### config.mk
export PLATFORM = sky130hd
export DESIGN_NAME = cse_socket_regs
export DESIGN_NICKNAME = d
export VERILOG_FILES = /design/src/cse_pkg.sv /design/src/cse_socket_regs.sv
export SDC_FILE = /design/constraint.sdc
export NUM_CORES = 1
export LEC_CHECK = 0
export ABC_CLOCK_PERIOD_IN_PS = 4000
export BUFFER_PORTS_ARGS = -buffer_cell sky130_fd_sc_hd__buf_4
export CORE_MARGIN = 1
export CORE_UTILIZATION = 40
export CTS_BUF_LIST = sky130_fd_sc_hd__clkbuf_4 sky130_fd_sc_hd__clkbuf_8
export CTS_CLUSTER_SIZE = 16
export DETAILED_ROUTE_END_ITERATION = 7
export PLACE_DENSITY_LB_ADDON = 0.3
export RECOVER_POWER = 25
export SETUP_SLACK_MARGIN = 0.4
export SKIP_LAST_GASP = 1
export SLEW_MARGIN = 20
export SYNTH_ARGS = -nofsm -noshare
export SYNTH_HDL_FRONTEND = slang
export SYNTH_SLANG_ARGS = --single-unit
### constraint.sdc
create_clock -name i_clock -period 4 [get_ports i_clock]
set_input_delay 0.6 -clock i_clock [delete_from_list [all_inputs] [get_ports i_clock]]
set_output_delay 0.6 -clock i_clock [all_outputs]
set_load 0.05 [all_outputs]
### src/cse_pkg.sv
/*
  Constants for the card socket event register block: register offsets,
  field positions, reset values and access widths.
  Assumes a 32-bit register port with byte offsets from the socket base.
*/
package cse_pkg;

  localparam int unsigned CSE_ADDR_W = 8;
  localparam int unsigned CSE_DATA_W = 32;

  // Register byte offsets from the socket base address
  localparam logic [7:0] CSE_OFF_CHANGE_FLAGS = 8'h00;
  localparam logic [7:0] CSE_OFF_IRQ_ENABLES = 8'h04;
  localparam logic [7:0] CSE_OFF_CURRENT_STATUS = 8'h08;
  localparam logic [7:0] CSE_OFF_EVENT_TRIGGER = 8'h0C;
  localparam logic [7:0] CSE_OFF_CONTROL = 8'h10;
  localparam logic [7:0] CSE_OFF_RSVD_FIRST = 8'h14;
  localparam logic [7:0] CSE_OFF_RSVD_LAST = 8'h1C;
  localparam logic [7:0] CSE_OFF_POWER_CONTROL = 8'h20;

  // Event, mask and status field positions
  localparam int unsigned CSE_BIT_CARD_STATUS = 0;
  localparam int unsigned CSE_BIT_DETECT_ONE = 1;
  localparam int unsigned CSE_BIT_DETECT_TWO = 2;
  localparam int unsigned CSE_BIT_POWER_CYCLE = 3;
  localparam int unsigned CSE_EVENT_W = 4;

  // Card detect mask field is two bits wide, enabled only at 11
  localparam logic [1:0] CSE_CD_MASK_ON = 2'h3;

  // Fixed socket voltage capability bits in the status register
  localparam logic [31:0] CSE_STATUS_FIXED = 32'h3000_0000;

  // Reset values
  localparam logic [3:0] CSE_EVENT_RESET = 4'h0;
  localparam logic [3:0] CSE_MASK_RESET = 4'h0;
  // Synchroniser reset: detect pins idle high, the other pins idle low
  localparam logic [4:0] CSE_PIN_IDLE = 5'h03;
  localparam logic [31:0] CSE_CONTROL_RESET = 32'h0000_0000;
  localparam logic [31:0] CSE_POWER_RESET = 32'h0000_0000;

  // Power control: low half survives bus reset, high half does not
  localparam logic [31:0] CSE_POWER_GLOBAL_ONLY = 32'h0000_FFFF;
  localparam logic [31:0] CSE_POWER_WRITABLE = 32'h0000_FFFF;
  localparam logic [31:0] CSE_CONTROL_WRITABLE = 32'h0000_00FF;

  localparam logic [31:0] CSE_READ_ZERO = 32'h0000_0000;

endpackage : cse_pkg

### src/cse_socket_regs.sv
/*
  Socket event register block: change flags, interrupt enables, current
  status, event trigger, control and power control registers.
  Assumes the register port and the card reset, reset-type and interrupt
  enable inputs come from logic on i_clock; card pins and the bus reset
  arrive asynchronously and are synchronised here.
*/
`timescale 1ns/100ps
`default_nettype none

// Notes on behaviour
// RULE1 - Five 32-bit socket registers reached through the register port.
// RULE2 - Flags 00h, enables 04h, status 08h, trigger 0Ch, control 10h.
// RULE3 - Extra power control register sits at offset 20h.
// RULE4 - Flags only record that a change happened; status shows the value.
// RULE5 - Writing one clears a flag; writing zero leaves it alone.
// RULE6 - Writing one to the trigger register sets that flag.
// RULE7 - Bus reset clears flags; leaving card reset re-flags live status.
// RULE8 - Interrupt when enabled and any flag is set and unmasked.
// RULE9 - Software clears pending flags before enabling interrupts.
// RULE10 - Flag register bits 31 to 4 read as zero.
// RULE11 - Flag 3 sets when power cycle status changes.
// RULE12 - Flag 2 sets when second card detect changes.
// RULE13 - Flag 1 sets when first card detect changes.
// RULE14 - CardBus card: flag 0 sets on rising status-change edge only.
// RULE15 - 16-bit card: flag 0 sets on both status-change edges.
// RULE16 - Context bits survive bus reset while power events are enabled.
// RULE17 - Some power control bits clear only on global reset.
// RULE18 - Flag register resets to all zeros.
// RULE19 - Enables gate only the interrupt, never flag setting.
// RULE20 - Card detect enable works only at 11; 00 off, others reserved.
// RULE21 - Card inputs synchronised, changes found against prior sample.
// RULE22 - Hardware set beats a same-cycle write-one clear.
module cse_socket_regs (
  input wire logic i_clock,
  input wire logic i_rst,
  input wire logic i_clk_en,
  input wire logic i_bus_reset,
  input wire logic i_pme_enable,
  input wire logic i_req_valid,
  input wire logic i_req_write,
  input wire logic [cse_pkg::CSE_ADDR_W-1:0] i_req_addr,
  input wire logic [cse_pkg::CSE_DATA_W-1:0] i_req_wdata,
  output logic o_req_ack,
  output logic [cse_pkg::CSE_DATA_W-1:0] o_req_rdata,
  input wire logic i_card_detect_one_n,
  input wire logic i_card_detect_two_n,
  input wire logic i_card_status_change,
  input wire logic i_power_cycle,
  input wire logic i_card_is_cardbus,
  input wire logic i_card_reset,
  input wire logic i_interrupts_enabled,
  output logic o_status_change_interrupt
);
  import cse_pkg::*;

  localparam int unsigned SYNC_W = 5;

  // Raw card pins, gathered for the synchroniser generate loop
  logic [SYNC_W-1:0] pins_raw;
  logic [SYNC_W-1:0] sync1_q;
  logic [SYNC_W-1:0] sync2_q;
  logic [SYNC_W-1:0] prev_q;
  logic [SYNC_W-1:0] prev_d;
  logic bus_rst_s1_q;
  logic bus_rst_s2_q;

  // Register state
  logic [CSE_EVENT_W-1:0] flags_q;
  logic [CSE_EVENT_W-1:0] flags_d;
  logic power_cycle_irq_enable_q;
  logic power_cycle_irq_enable_d;
  logic [1:0] card_detect_irq_enable_q;
  logic [1:0] card_detect_irq_enable_d;
  logic card_status_irq_enable_q;
  logic card_status_irq_enable_d;
  logic [31:0] control_q;
  logic [31:0] control_d;
  logic [31:0] power_q;
  logic [31:0] power_d;
  logic card_reset_prev_q;
  logic card_reset_prev_d;
  logic ack_q;
  logic ack_d;
  logic [31:0] rdata_q;
  logic [31:0] rdata_d;
  logic irq_q;
  logic irq_d;

  // Decoded status and event terms
  logic card_detect_one_status;
  logic card_detect_two_status;
  logic card_status_field;
  logic power_cycle_status;
  logic card_is_cardbus;
  logic [CSE_EVENT_W-1:0] hw_set;
  logic [CSE_EVENT_W-1:0] sw_clear;
  logic [CSE_EVENT_W-1:0] sw_force;
  logic [CSE_EVENT_W-1:0] irq_gate;
  logic [31:0] status_word;
  logic wr_hit;
  logic bus_rst_now;
  logic card_reset_exit;

  assign pins_raw = {i_card_is_cardbus, i_power_cycle, i_card_status_change,
                     i_card_detect_two_n, i_card_detect_one_n};

  // Two flops per pin; only stage two and the prior sample feed logic
  // Reset to each pin's idle level, else release shows a false change
  genvar g;
  generate
    for (g = 0; g < SYNC_W; g++) begin : g_sync
      always_ff @(posedge i_clock or posedge i_rst) begin
        if (i_rst) begin
          sync1_q[g] <= CSE_PIN_IDLE[g];
          sync2_q[g] <= CSE_PIN_IDLE[g];
        end else if (i_clk_en) begin
          sync1_q[g] <= pins_raw[g]; // [RULE21]
          sync2_q[g] <= sync1_q[g]; // [RULE21]
        end
      end
    end
  endgenerate

  always_ff @(posedge i_clock or posedge i_rst) begin
    if (i_rst) begin
      bus_rst_s1_q <= 1'b0;
      bus_rst_s2_q <= 1'b0;
    end else if (i_clk_en) begin
      bus_rst_s1_q <= i_bus_reset;
      bus_rst_s2_q <= bus_rst_s1_q;
    end
  end

  // Detect pins are active low at the socket
  assign card_detect_one_status = ~sync2_q[0];
  assign card_detect_two_status = ~sync2_q[1];
  assign card_status_field = sync2_q[2];
  assign power_cycle_status = sync2_q[3];
  assign card_is_cardbus = sync2_q[4];

  assign bus_rst_now = bus_rst_s2_q;
  assign card_reset_exit = card_reset_prev_q & ~i_card_reset;
  assign wr_hit = i_req_valid & i_req_write;

  // Hardware change detection against the previous sample
  always_comb begin
    hw_set = '0;
    hw_set[CSE_BIT_POWER_CYCLE] = sync2_q[3] ^ prev_q[3]; // [RULE11] [RULE21]
    hw_set[CSE_BIT_DETECT_TWO] = sync2_q[1] ^ prev_q[1]; // [RULE12] [RULE21]
    hw_set[CSE_BIT_DETECT_ONE] = sync2_q[0] ^ prev_q[0]; // [RULE13] [RULE21]
    if (card_is_cardbus) begin
      hw_set[CSE_BIT_CARD_STATUS] = sync2_q[2] & ~prev_q[2]; // [RULE14]
    end else begin
      hw_set[CSE_BIT_CARD_STATUS] = sync2_q[2] ^ prev_q[2]; // [RULE15]
    end
    // A card still present after card reset is reported again
    if (card_reset_exit) begin
      hw_set[CSE_BIT_DETECT_ONE] = hw_set[CSE_BIT_DETECT_ONE]
                                   | card_detect_one_status; // [RULE7]
      hw_set[CSE_BIT_DETECT_TWO] = hw_set[CSE_BIT_DETECT_TWO]
                                   | card_detect_two_status; // [RULE7]
      hw_set[CSE_BIT_CARD_STATUS] = hw_set[CSE_BIT_CARD_STATUS]
                                    | card_status_field; // [RULE7]
    end
  end

  // Software clear and force terms from the register port
  always_comb begin
    sw_clear = '0;
    sw_force = '0;
    if (wr_hit && i_req_addr == CSE_OFF_CHANGE_FLAGS) begin
      sw_clear = i_req_wdata[CSE_EVENT_W-1:0]; // [RULE5]
    end
    if (wr_hit && i_req_addr == CSE_OFF_EVENT_TRIGGER) begin
      sw_force = i_req_wdata[CSE_EVENT_W-1:0]; // [RULE6]
    end
  end

  // Interrupt gating; enables never touch flag setting
  always_comb begin
    irq_gate = '0;
    irq_gate[CSE_BIT_POWER_CYCLE] = power_cycle_irq_enable_q;
    irq_gate[CSE_BIT_CARD_STATUS] = card_status_irq_enable_q;
    // Reserved codes 01 and 10 act as disabled
    irq_gate[CSE_BIT_DETECT_ONE] =
      (card_detect_irq_enable_q == CSE_CD_MASK_ON); // [RULE20]
    irq_gate[CSE_BIT_DETECT_TWO] =
      (card_detect_irq_enable_q == CSE_CD_MASK_ON); // [RULE20]
  end

  // Status word: fixed bits plus live values, flags say nothing about the value
  always_comb begin
    status_word = CSE_STATUS_FIXED; // [RULE4]
    status_word[CSE_BIT_POWER_CYCLE] = power_cycle_status;
    status_word[CSE_BIT_DETECT_TWO] = card_detect_two_status;
    status_word[CSE_BIT_DETECT_ONE] = card_detect_one_status;
    status_word[CSE_BIT_CARD_STATUS] = card_status_field;
  end

  // Next-state logic for the whole register file
  always_comb begin
    prev_d = sync2_q;
    card_reset_prev_d = i_card_reset;
    flags_d = (flags_q & ~sw_clear) | sw_force | hw_set; // [RULE22] [RULE19]
    power_cycle_irq_enable_d = power_cycle_irq_enable_q;
    card_detect_irq_enable_d = card_detect_irq_enable_q;
    card_status_irq_enable_d = card_status_irq_enable_q;
    control_d = control_q;
    power_d = power_q;
    ack_d = i_req_valid;
    rdata_d = CSE_READ_ZERO;

    if (wr_hit) begin
      case (i_req_addr)
        CSE_OFF_IRQ_ENABLES: begin
          power_cycle_irq_enable_d = i_req_wdata[CSE_BIT_POWER_CYCLE];
          card_detect_irq_enable_d =
            i_req_wdata[CSE_BIT_DETECT_TWO:CSE_BIT_DETECT_ONE];
          card_status_irq_enable_d = i_req_wdata[CSE_BIT_CARD_STATUS];
        end
        CSE_OFF_CONTROL: begin
          control_d = i_req_wdata & CSE_CONTROL_WRITABLE;
        end
        CSE_OFF_POWER_CONTROL: begin
          power_d = i_req_wdata & CSE_POWER_WRITABLE; // [RULE3]
        end
        default: begin
          power_d = power_q;
        end
      endcase
    end

    // Reads return zero for reserved space and unmapped offsets
    if (i_req_valid && !i_req_write) begin
      case (i_req_addr)
        CSE_OFF_CHANGE_FLAGS: begin
          rdata_d = {28'h0000000, flags_q}; // [RULE10] [RULE2]
        end
        CSE_OFF_IRQ_ENABLES: begin
          rdata_d = {28'h0000000, power_cycle_irq_enable_q,
                     card_detect_irq_enable_q, card_status_irq_enable_q};
        end
        CSE_OFF_CURRENT_STATUS: begin
          rdata_d = status_word; // [RULE4]
        end
        CSE_OFF_CONTROL: begin
          rdata_d = control_q; // [RULE1]
        end
        CSE_OFF_POWER_CONTROL: begin
          rdata_d = power_q;
        end
        default: begin
          rdata_d = CSE_READ_ZERO;
        end
      endcase
    end

    // Bus reset spares context bits while power events are enabled
    if (bus_rst_now && !i_pme_enable) begin
      flags_d = CSE_EVENT_RESET; // [RULE7] [RULE16]
      power_cycle_irq_enable_d = CSE_MASK_RESET[CSE_BIT_POWER_CYCLE];
      card_detect_irq_enable_d =
        CSE_MASK_RESET[CSE_BIT_DETECT_TWO:CSE_BIT_DETECT_ONE]; // [RULE16]
      card_status_irq_enable_d = CSE_MASK_RESET[CSE_BIT_CARD_STATUS];
      control_d = CSE_CONTROL_RESET; // [RULE16]
    end
    if (bus_rst_now) begin
      // Global-only bits hold; the rest return to reset
      power_d = (power_d & CSE_POWER_GLOBAL_ONLY)
                | (CSE_POWER_RESET & ~CSE_POWER_GLOBAL_ONLY); // [RULE17]
    end

    // Pending flags raise the interrupt at once; software must clear first
    irq_d = i_interrupts_enabled & (|(flags_q & irq_gate)); // [RULE8] [RULE9]
  end

  // Global reset clears everything except the prior sample, which loads the pin idle levels
  always_ff @(posedge i_clock or posedge i_rst) begin
    if (i_rst) begin
      prev_q <= CSE_PIN_IDLE;
      card_reset_prev_q <= 1'b0;
      flags_q <= CSE_EVENT_RESET; // [RULE18]
      power_cycle_irq_enable_q <= 1'b0;
      card_detect_irq_enable_q <= 2'h0;
      card_status_irq_enable_q <= 1'b0;
      control_q <= CSE_CONTROL_RESET;
      power_q <= CSE_POWER_RESET; // [RULE17]
      ack_q <= 1'b0;
      rdata_q <= CSE_READ_ZERO;
      irq_q <= 1'b0;
    end else if (i_clk_en) begin
      prev_q <= prev_d;
      card_reset_prev_q <= card_reset_prev_d;
      flags_q <= flags_d;
      power_cycle_irq_enable_q <= power_cycle_irq_enable_d;
      card_detect_irq_enable_q <= card_detect_irq_enable_d;
      card_status_irq_enable_q <= card_status_irq_enable_d;
      control_q <= control_d;
      power_q <= power_d;
      ack_q <= ack_d;
      rdata_q <= rdata_d;
      irq_q <= irq_d;
    end
  end

  assign o_req_ack = ack_q;
  assign o_req_rdata = rdata_q;
  assign o_status_change_interrupt = irq_q;

endmodule : cse_socket_regs

`default_nettype wire

After elaboration in Yosys (flattened, before gate mapping)
Index checks and enable logic that the tools add are counted.
Widths: inputs -> output; s select.
{"block": "word_totals", "ff_bits": 123, "inputBits": 54, "wordCells": 88}
{"block": "classes", "eq_ne": 6, "mux": 22, "n_bitwise": 20, "n_reduce_logical": 16}
{"operator": "$mux 32", "count": 7}
{"operator": "$pmux 32 s5", "count": 1}
{"operator": "$eq 8x4->1 const B", "count": 2}
{"operator": "$mux 4", "count": 3}
{"operator": "$reduce_bool 2->1", "count": 5}
{"operator": "$reduce_and 3->1", "count": 3}
{"operator": "$and 4x4->4", "count": 2}
{"operator": "$eq 8x3->1 const B", "count": 1}
{"operator": "$eq 8x5->1 const B", "count": 1}
{"operator": "$eq 8x6->1 const B", "count": 1}
{"operator": "$logic_not 8->1", "count": 1}
{"operator": "$or 4x4->4", "count": 2}
{"operator": "$mux 1", "count": 7}
{"operator": "$mux 2", "count": 3}
{"operator": "$and 1x1->1", "count": 4}
{"operator": "$logic_and 1x1->1", "count": 4}
{"operator": "$not 1->1", "count": 4}
{"operator": "$not 4->4", "count": 1}
{"operator": "$reduce_or 4->1", "count": 1}
{"operator": "$xor 1x1->1", "count": 4}
{"operator": "$mux 3", "count": 1}
{"operator": "$or 1x1->1", "count": 3}
{"operator": "$eq 2x2->1 const B", "count": 1}
{"operator": "$logic_not 1->1", "count": 2}

Logic depth before layout (Yosys ltp)
{"block": "logic_depth", "depth_word": 8, "ltp_mapped": 7, "depth_no_buf": 6}

Worst setup path before layout
OpenSTA, ideal clock, no wires.
{"block": "synth_timing", "kind": "input to register", "from": "input port i_req_addr[1] (netlist name)", "to": "register rdata_q[10], in the netlist o_req_rdata[10]", "setup_ns": 0.064, "arrival_ns": 2.093, "setup_slack_ns": 1.843, "cell_stages": 7, "n_path_buf": 3, "path_cell_list": "or4_4 buf_6 or3_4 buf_6 nor2b_4 buf_6 a22o_2"}
{"block": "synth_via", "elab_chain_cells": 3}
{"item": "from (decl)", "line_no": "cse_socket_regs.sv:42", "source": "input wire logic [cse_pkg::CSE_ADDR_W-1:0] i_req_addr,"}
{"item": "$eq 8x6->1, or another cell as far along", "line_no": "cse_socket_regs.sv:236", "source": "case (i_req_addr)"}
{"item": "$pmux 32 s5 *", "line_no": "cse_socket_regs.sv:236"}
{"item": "$mux 32 *", "line_no": "cse_socket_regs.sv:235", "source": "if (i_req_valid && !i_req_write) begin"}
{"item": "to (signal assigned)", "line_no": "cse_socket_regs.sv:302", "source": "rdata_q <= rdata_d;"}
{"item": "to (decl)", "line_no": "cse_socket_regs.sv:85", "source": "logic [31:0] rdata_q;"}
Every way passes the cells marked *; elsewhere a longest branch is shown, timed or not.
A chain may end at the register's enable or synchronous reset.

==> flow_results.org <==
** Critical path
- STA puts the critical path data required time at 4.22 ns.
- CP Data Arrival Time :: 3.01 ns
- In this run the worst setup path terminates at power_q[3].
- Of all nets on the critical path, the largest fanout is 33.
- The signal on the critical path passes through clkbuf_1 > nand3_1 > inv_1 > nand3_2 > mux2_1.
- In this run the worst setup path begins at i_clk_en.
- Worst setup path class :: in2reg
- For this design, the slowest cell found on the critical path is clkbuf_1.
- The worst register-to-register path has a depth of 4.
- The worst register-to-register path begins at bus_rst_now.
- For flop-to-flop paths, the worst setup slack is 2.32 ns.
- FF-to-FF End :: control_q[0]
- Critical Path Start Type :: input port
- STA classifies the critical path endpoint as a flop.
- The largest single stage delay on the critical path is 1.09 ns.

** GRT
- Number of global-route vias before repair :: 2198
- Entering global routing, the biggest net connects 49 pins.
- Wire length of the first global-routing pass :: 10800 µm
- Global routing used 23.4% of the available met1 tracks.
- Grt peak-use layer :: met2
- For this run, global-route usage on met2 was measured as 25.8%.
- The total overflow left after global routing is 0.
- Met3 track utilization from global routing :: 4.29%
- Global routing used 17.0% of the available tracks.
- Initial antenna violation count :: 0

** Route
- In the routed layout, each cell is associated on average with a via count of 5.13.
- Number of vias in the routed layout :: 2154
- First-iteration detailed-routing DRC count :: 113
- The routed design has 6370 µm of wire.
- DR pass1 iterations :: 4
- Post-detailed-route DRC marker count :: 0
- Once detail routing completed, the nets flagged for antenna violations numbered 0.
- Routed wire per std cell :: 15.2 µm

** Clocking
- Setup Buffers After CTS :: 0
- The clock drives 69 sinks.
- The clock tree synthesis step divided the H-tree into 3 levels.
- Clock transition at the registers of the reported paths :: 0.08 ns
- TritonCTS built the clock tree.
- Number of buffers inserted for hold repair after clock tree synthesis :: 0
- For the worst-skew pair, the clock arrives at the later sink with an insertion delay of 0.34 ns.
- TritonCTS created 9 clock buffers.
- Number of cells upsized or downsized after cts :: 0
- In this run the clock root is driven by a clkbuf_8.
- Counting along the longest clock path gives a buffer depth of 2.

** Cells and area
- Area Growth Syn to Fin :: 23.7%
- Fraction of final layout cells sized beyond drive strength 1 :: 45.0%
- After routing the design area is 3910 µm².
- The final layout contains 370 nets.
- Final Util :: 50.9%
- # diodes :: 0

** Place
- Total half-perimeter wirelength after legalization and detailed placement :: 4540 µm
- At the end of routability-driven placement, the weighted congestion stood at 0.841.
- At the placement stage, the worst setup path has a slack of 1.43 ns.
- Area of placed instances :: 3660 µm²
- Input and output buffers added on the ports amount to 71.

** Floorplan
- Top-level I/O count :: 88
- Height of the die :: 90.9 µm
- The floorplan step defined a die boundary enclosing 8270 µm².
- Total number of placement rows :: 32
- Core Box Area :: 7690 µm²
- Horizontal die dimension :: 90.9 µm
- Initial core utilization :: 41.1%

** Logic synthesis
- Averaged over all synthesized cells, the footprint is 12.5 µm².
- Of the post-synthesis cell area, the part taken by muxes is 13.0%.
- Post-synthesis cell count :: 254
- After Yosys synthesis, full adders, half adders and majority gates account for 1.19% of the synthesized area.
- Number of warnings issued by yosys :: 0
- Portion of the post-synthesis area used by sequential elements :: 54.8%
- After synthesis, the netlist uses 41 different library cells.
- Simple logic cell fraction of the synthesized area :: 9.02%
- Synthesis produced a netlist with a net count of 311.
- Compound-cell area share of the yosys netlist :: 15.0%
- Main combinational cell family by area after synthesis :: compound AO/OA/AOI/OAI gates
- Seq cells post-synth :: 69
- After Yosys synthesis, XOR and XNOR cells account for 0.277% of the synthesized area.
- Combined area of all synthesized cells :: 3160 µm²

** Worst hold path
- In this run the worst hold path is classified as in2reg.

** Run
- Max Cap Violations :: 2

** STA
- Clock period minus worst slack :: 2.80 ns
- For the final database, setup skew stands at 0.00828 ns.
- Transition time of the tightest slew-check pin :: 2.09 ns
- The worst pin sits at a relative slew slack of -40.4%.
- The number of hold violations in the final report came to 0.
- In the final timing run, aggregate negative setup slack is 0 ns.
- Share of the clock period used by the worst path after layout :: 69.9%
- Setup-violating endpoint count in the final report :: 0
- RSZ-0062 raised after global routing :: false
- Max-slew violation count :: 83
- Maximum clock frequency :: 0.358 GHz
- Fin worst setup slack :: 1.20 ns

** Pwr
- Internal :: 0.00128 W
- Power, Total :: 0.00166 W
- The share of total power dissipated in the clock network is 42.5%.
- Sequential share of power :: 46.9%
- Lkg Pwr :: 1.90 nW
- Net switching is 23.0% of the power.
- Dividing total power by cell area gives a power density of 423 nW/µm².
- For this design the total switching power over the nets is 0.000381 W.
- Peak supply drop :: 0.267 mV
- Fraction of power consumed by combinational cells :: 10.6%

** Status
- The final reports fail on max-capacitance violations, max-slew violations.
- Run status :: complete, but fails checks
-- synth_stat cells --
cell type,count,share of area [%]
dfstp_2,6,5.0
or2_2,4,0.79
nand3_1,2,0.32
nor4_1,2,0.40
nor2b_4,1,0.44
mux2i_1,4,1.3
clkbuf_1,4,0.47
ha_1,3,1.2
a22o_2,8,2.5
dfrtp_1,63,50
nor3_1,1,0.16
a22o_1,14,3.9
a21oi_1,6,0.95
and2_1,1,0.20
or4_4,1,0.36
a31oi_1,2,0.40
mux2_1,2,0.71
o221ai_1,4,1.1
mux2_2,31,11
nand4_1,1,0.20
o2bb2ai_1,6,1.7
buf_2,1,0.16
nand2_1,13,1.5
a21o_1,5,1.2
o21ai_0,7,1.1
nand3_2,1,0.32
a221oi_1,1,0.28
buf_4,15,3.6
buf_6,3,1.1
xor2_1,1,0.28
nor2b_1,7,1.4
nor2_4,1,0.36
inv_1,10,1.2
a22oi_1,7,1.7
o211ai_1,1,0.24
buf_1,2,0.24
nand2b_1,2,0.40
or3_4,1,0.36
nand3b_1,2,0.47
and4b_1,2,0.63
nor2_1,6,0.71
-- power by group through the flow --
stage | Combinational, W | Clock, W | Sequential, W
final | 0.000175 | 0.000704 | 0.000778
after detailed placement | 0.000178 | 0 | 0.000791
after global routing | 0.000200 | 0.000750 | 0.000784
after CTS | 0.000178 | 0.000721 | 0.000777
after floorplan | 0.000114 | 0 | 0.000783
after global placement | 0.000173 | 0 | 0.000790
-- how the worst min path moves through the flow --
| stage | startpoint | to | slack [ns] | cells after the start |
|---|---|---|---|---|
| 2_1_floorplan | power_q[10] | o_req_rdata[10] | 0.46 | 1 |
| 3_3_place_gp | power_q[9] | o_req_rdata[9] | 0.47 | 1 |
| 3_5_place_dp | power_q[9] | o_req_rdata[9] | 0.48 | 1 |
| 4_1_cts | i_req_wdata[7] | control_q[7] | 0.48 | 2 |
| 5_1_grt | i_req_wdata[12] | power_q[12] | 0.48 | 2 |
| 6_report | i_req_wdata[11] | power_q[11] | 0.49 | 2 |
-- routing by layer --
metal / vias to the layer above / share of wire [%]
li1: 1028 / -
met1: 1058 / 48
met2: 62 / 46
met3: 6 / 5.3
met4: 0 / 1.4
met5: - / 0
-- layout by cell type (no fill, tap or decap), types with 3 or more instances in the layout --
cell type	n
a22oi_1	7
nor2_1	6
mux2i_1	4
nor2b_1	7
nand2_1	13
o21ai_0	7
o221ai_1	4
a21oi_1	6
inv_1	9
dfrtp_1	63
a22o_2	8
a22o_1	14
clkbuf_8	10
buf_4	71
or2_2	4
bufinv_16	3
o2bb2ai_1	6
dfstp_2	6
a21o_1	5
mux2_2	31
ha_1	3
-- kinds of logic after synthesis --
| family | after synthesis |
|---|---|
| DFF | 69 |
| AOI/OAI and AO/OA | 61 |
| and+or+nand+nor | 48 |
| muxes | 37 |
| buffers and inverters | 35 |
| adders and majority gates | 3 |
| xor gates and xnor gates | 1 |
-- critical path, delay by kind of cell --
family / cells / cell delay [ns]
buffers and inverters: 2 / 1.32
and+or+nand+nor: 2 / 0.62
muxes: 1 / 0.46
-- stage by stage --
stage	instances	hold slack, ns
after floorplan	254	0.462
after global placement	404	0.468
after detailed placement	404	0.478
after CTS	420	0.475
after global routing	420	0.479
final	420	0.489
-- state kept, by name, summed over array words and instances (netlist names) --
signal and flops:
o_req_rdata 18, power_q 16, control_q 8, sync1_q 5, flags_q 4, prev_q 4, card_detect_irq_enable_q 2, prev_d 2
bus_rst_now 1, bus_rst_s1_q 1, card_is_cardbus 1, card_reset_prev_q 1, card_status_field 1, card_status_irq_enable_q 1, o_req_ack 1, o_status_change_interrupt 1
power_cycle_irq_enable_q 1, power_cycle_status 1
-- layout make-up --
class	instances	area, µm²
clock inverter	5	106
sequential	69	1730
fill	721	3770
clock buffer	11	145
multi-input combinational	150	1220
tap	102	128
timing repair buffer	73	544
inverter	10	38.8
Power figures use the tool's default switching activity.
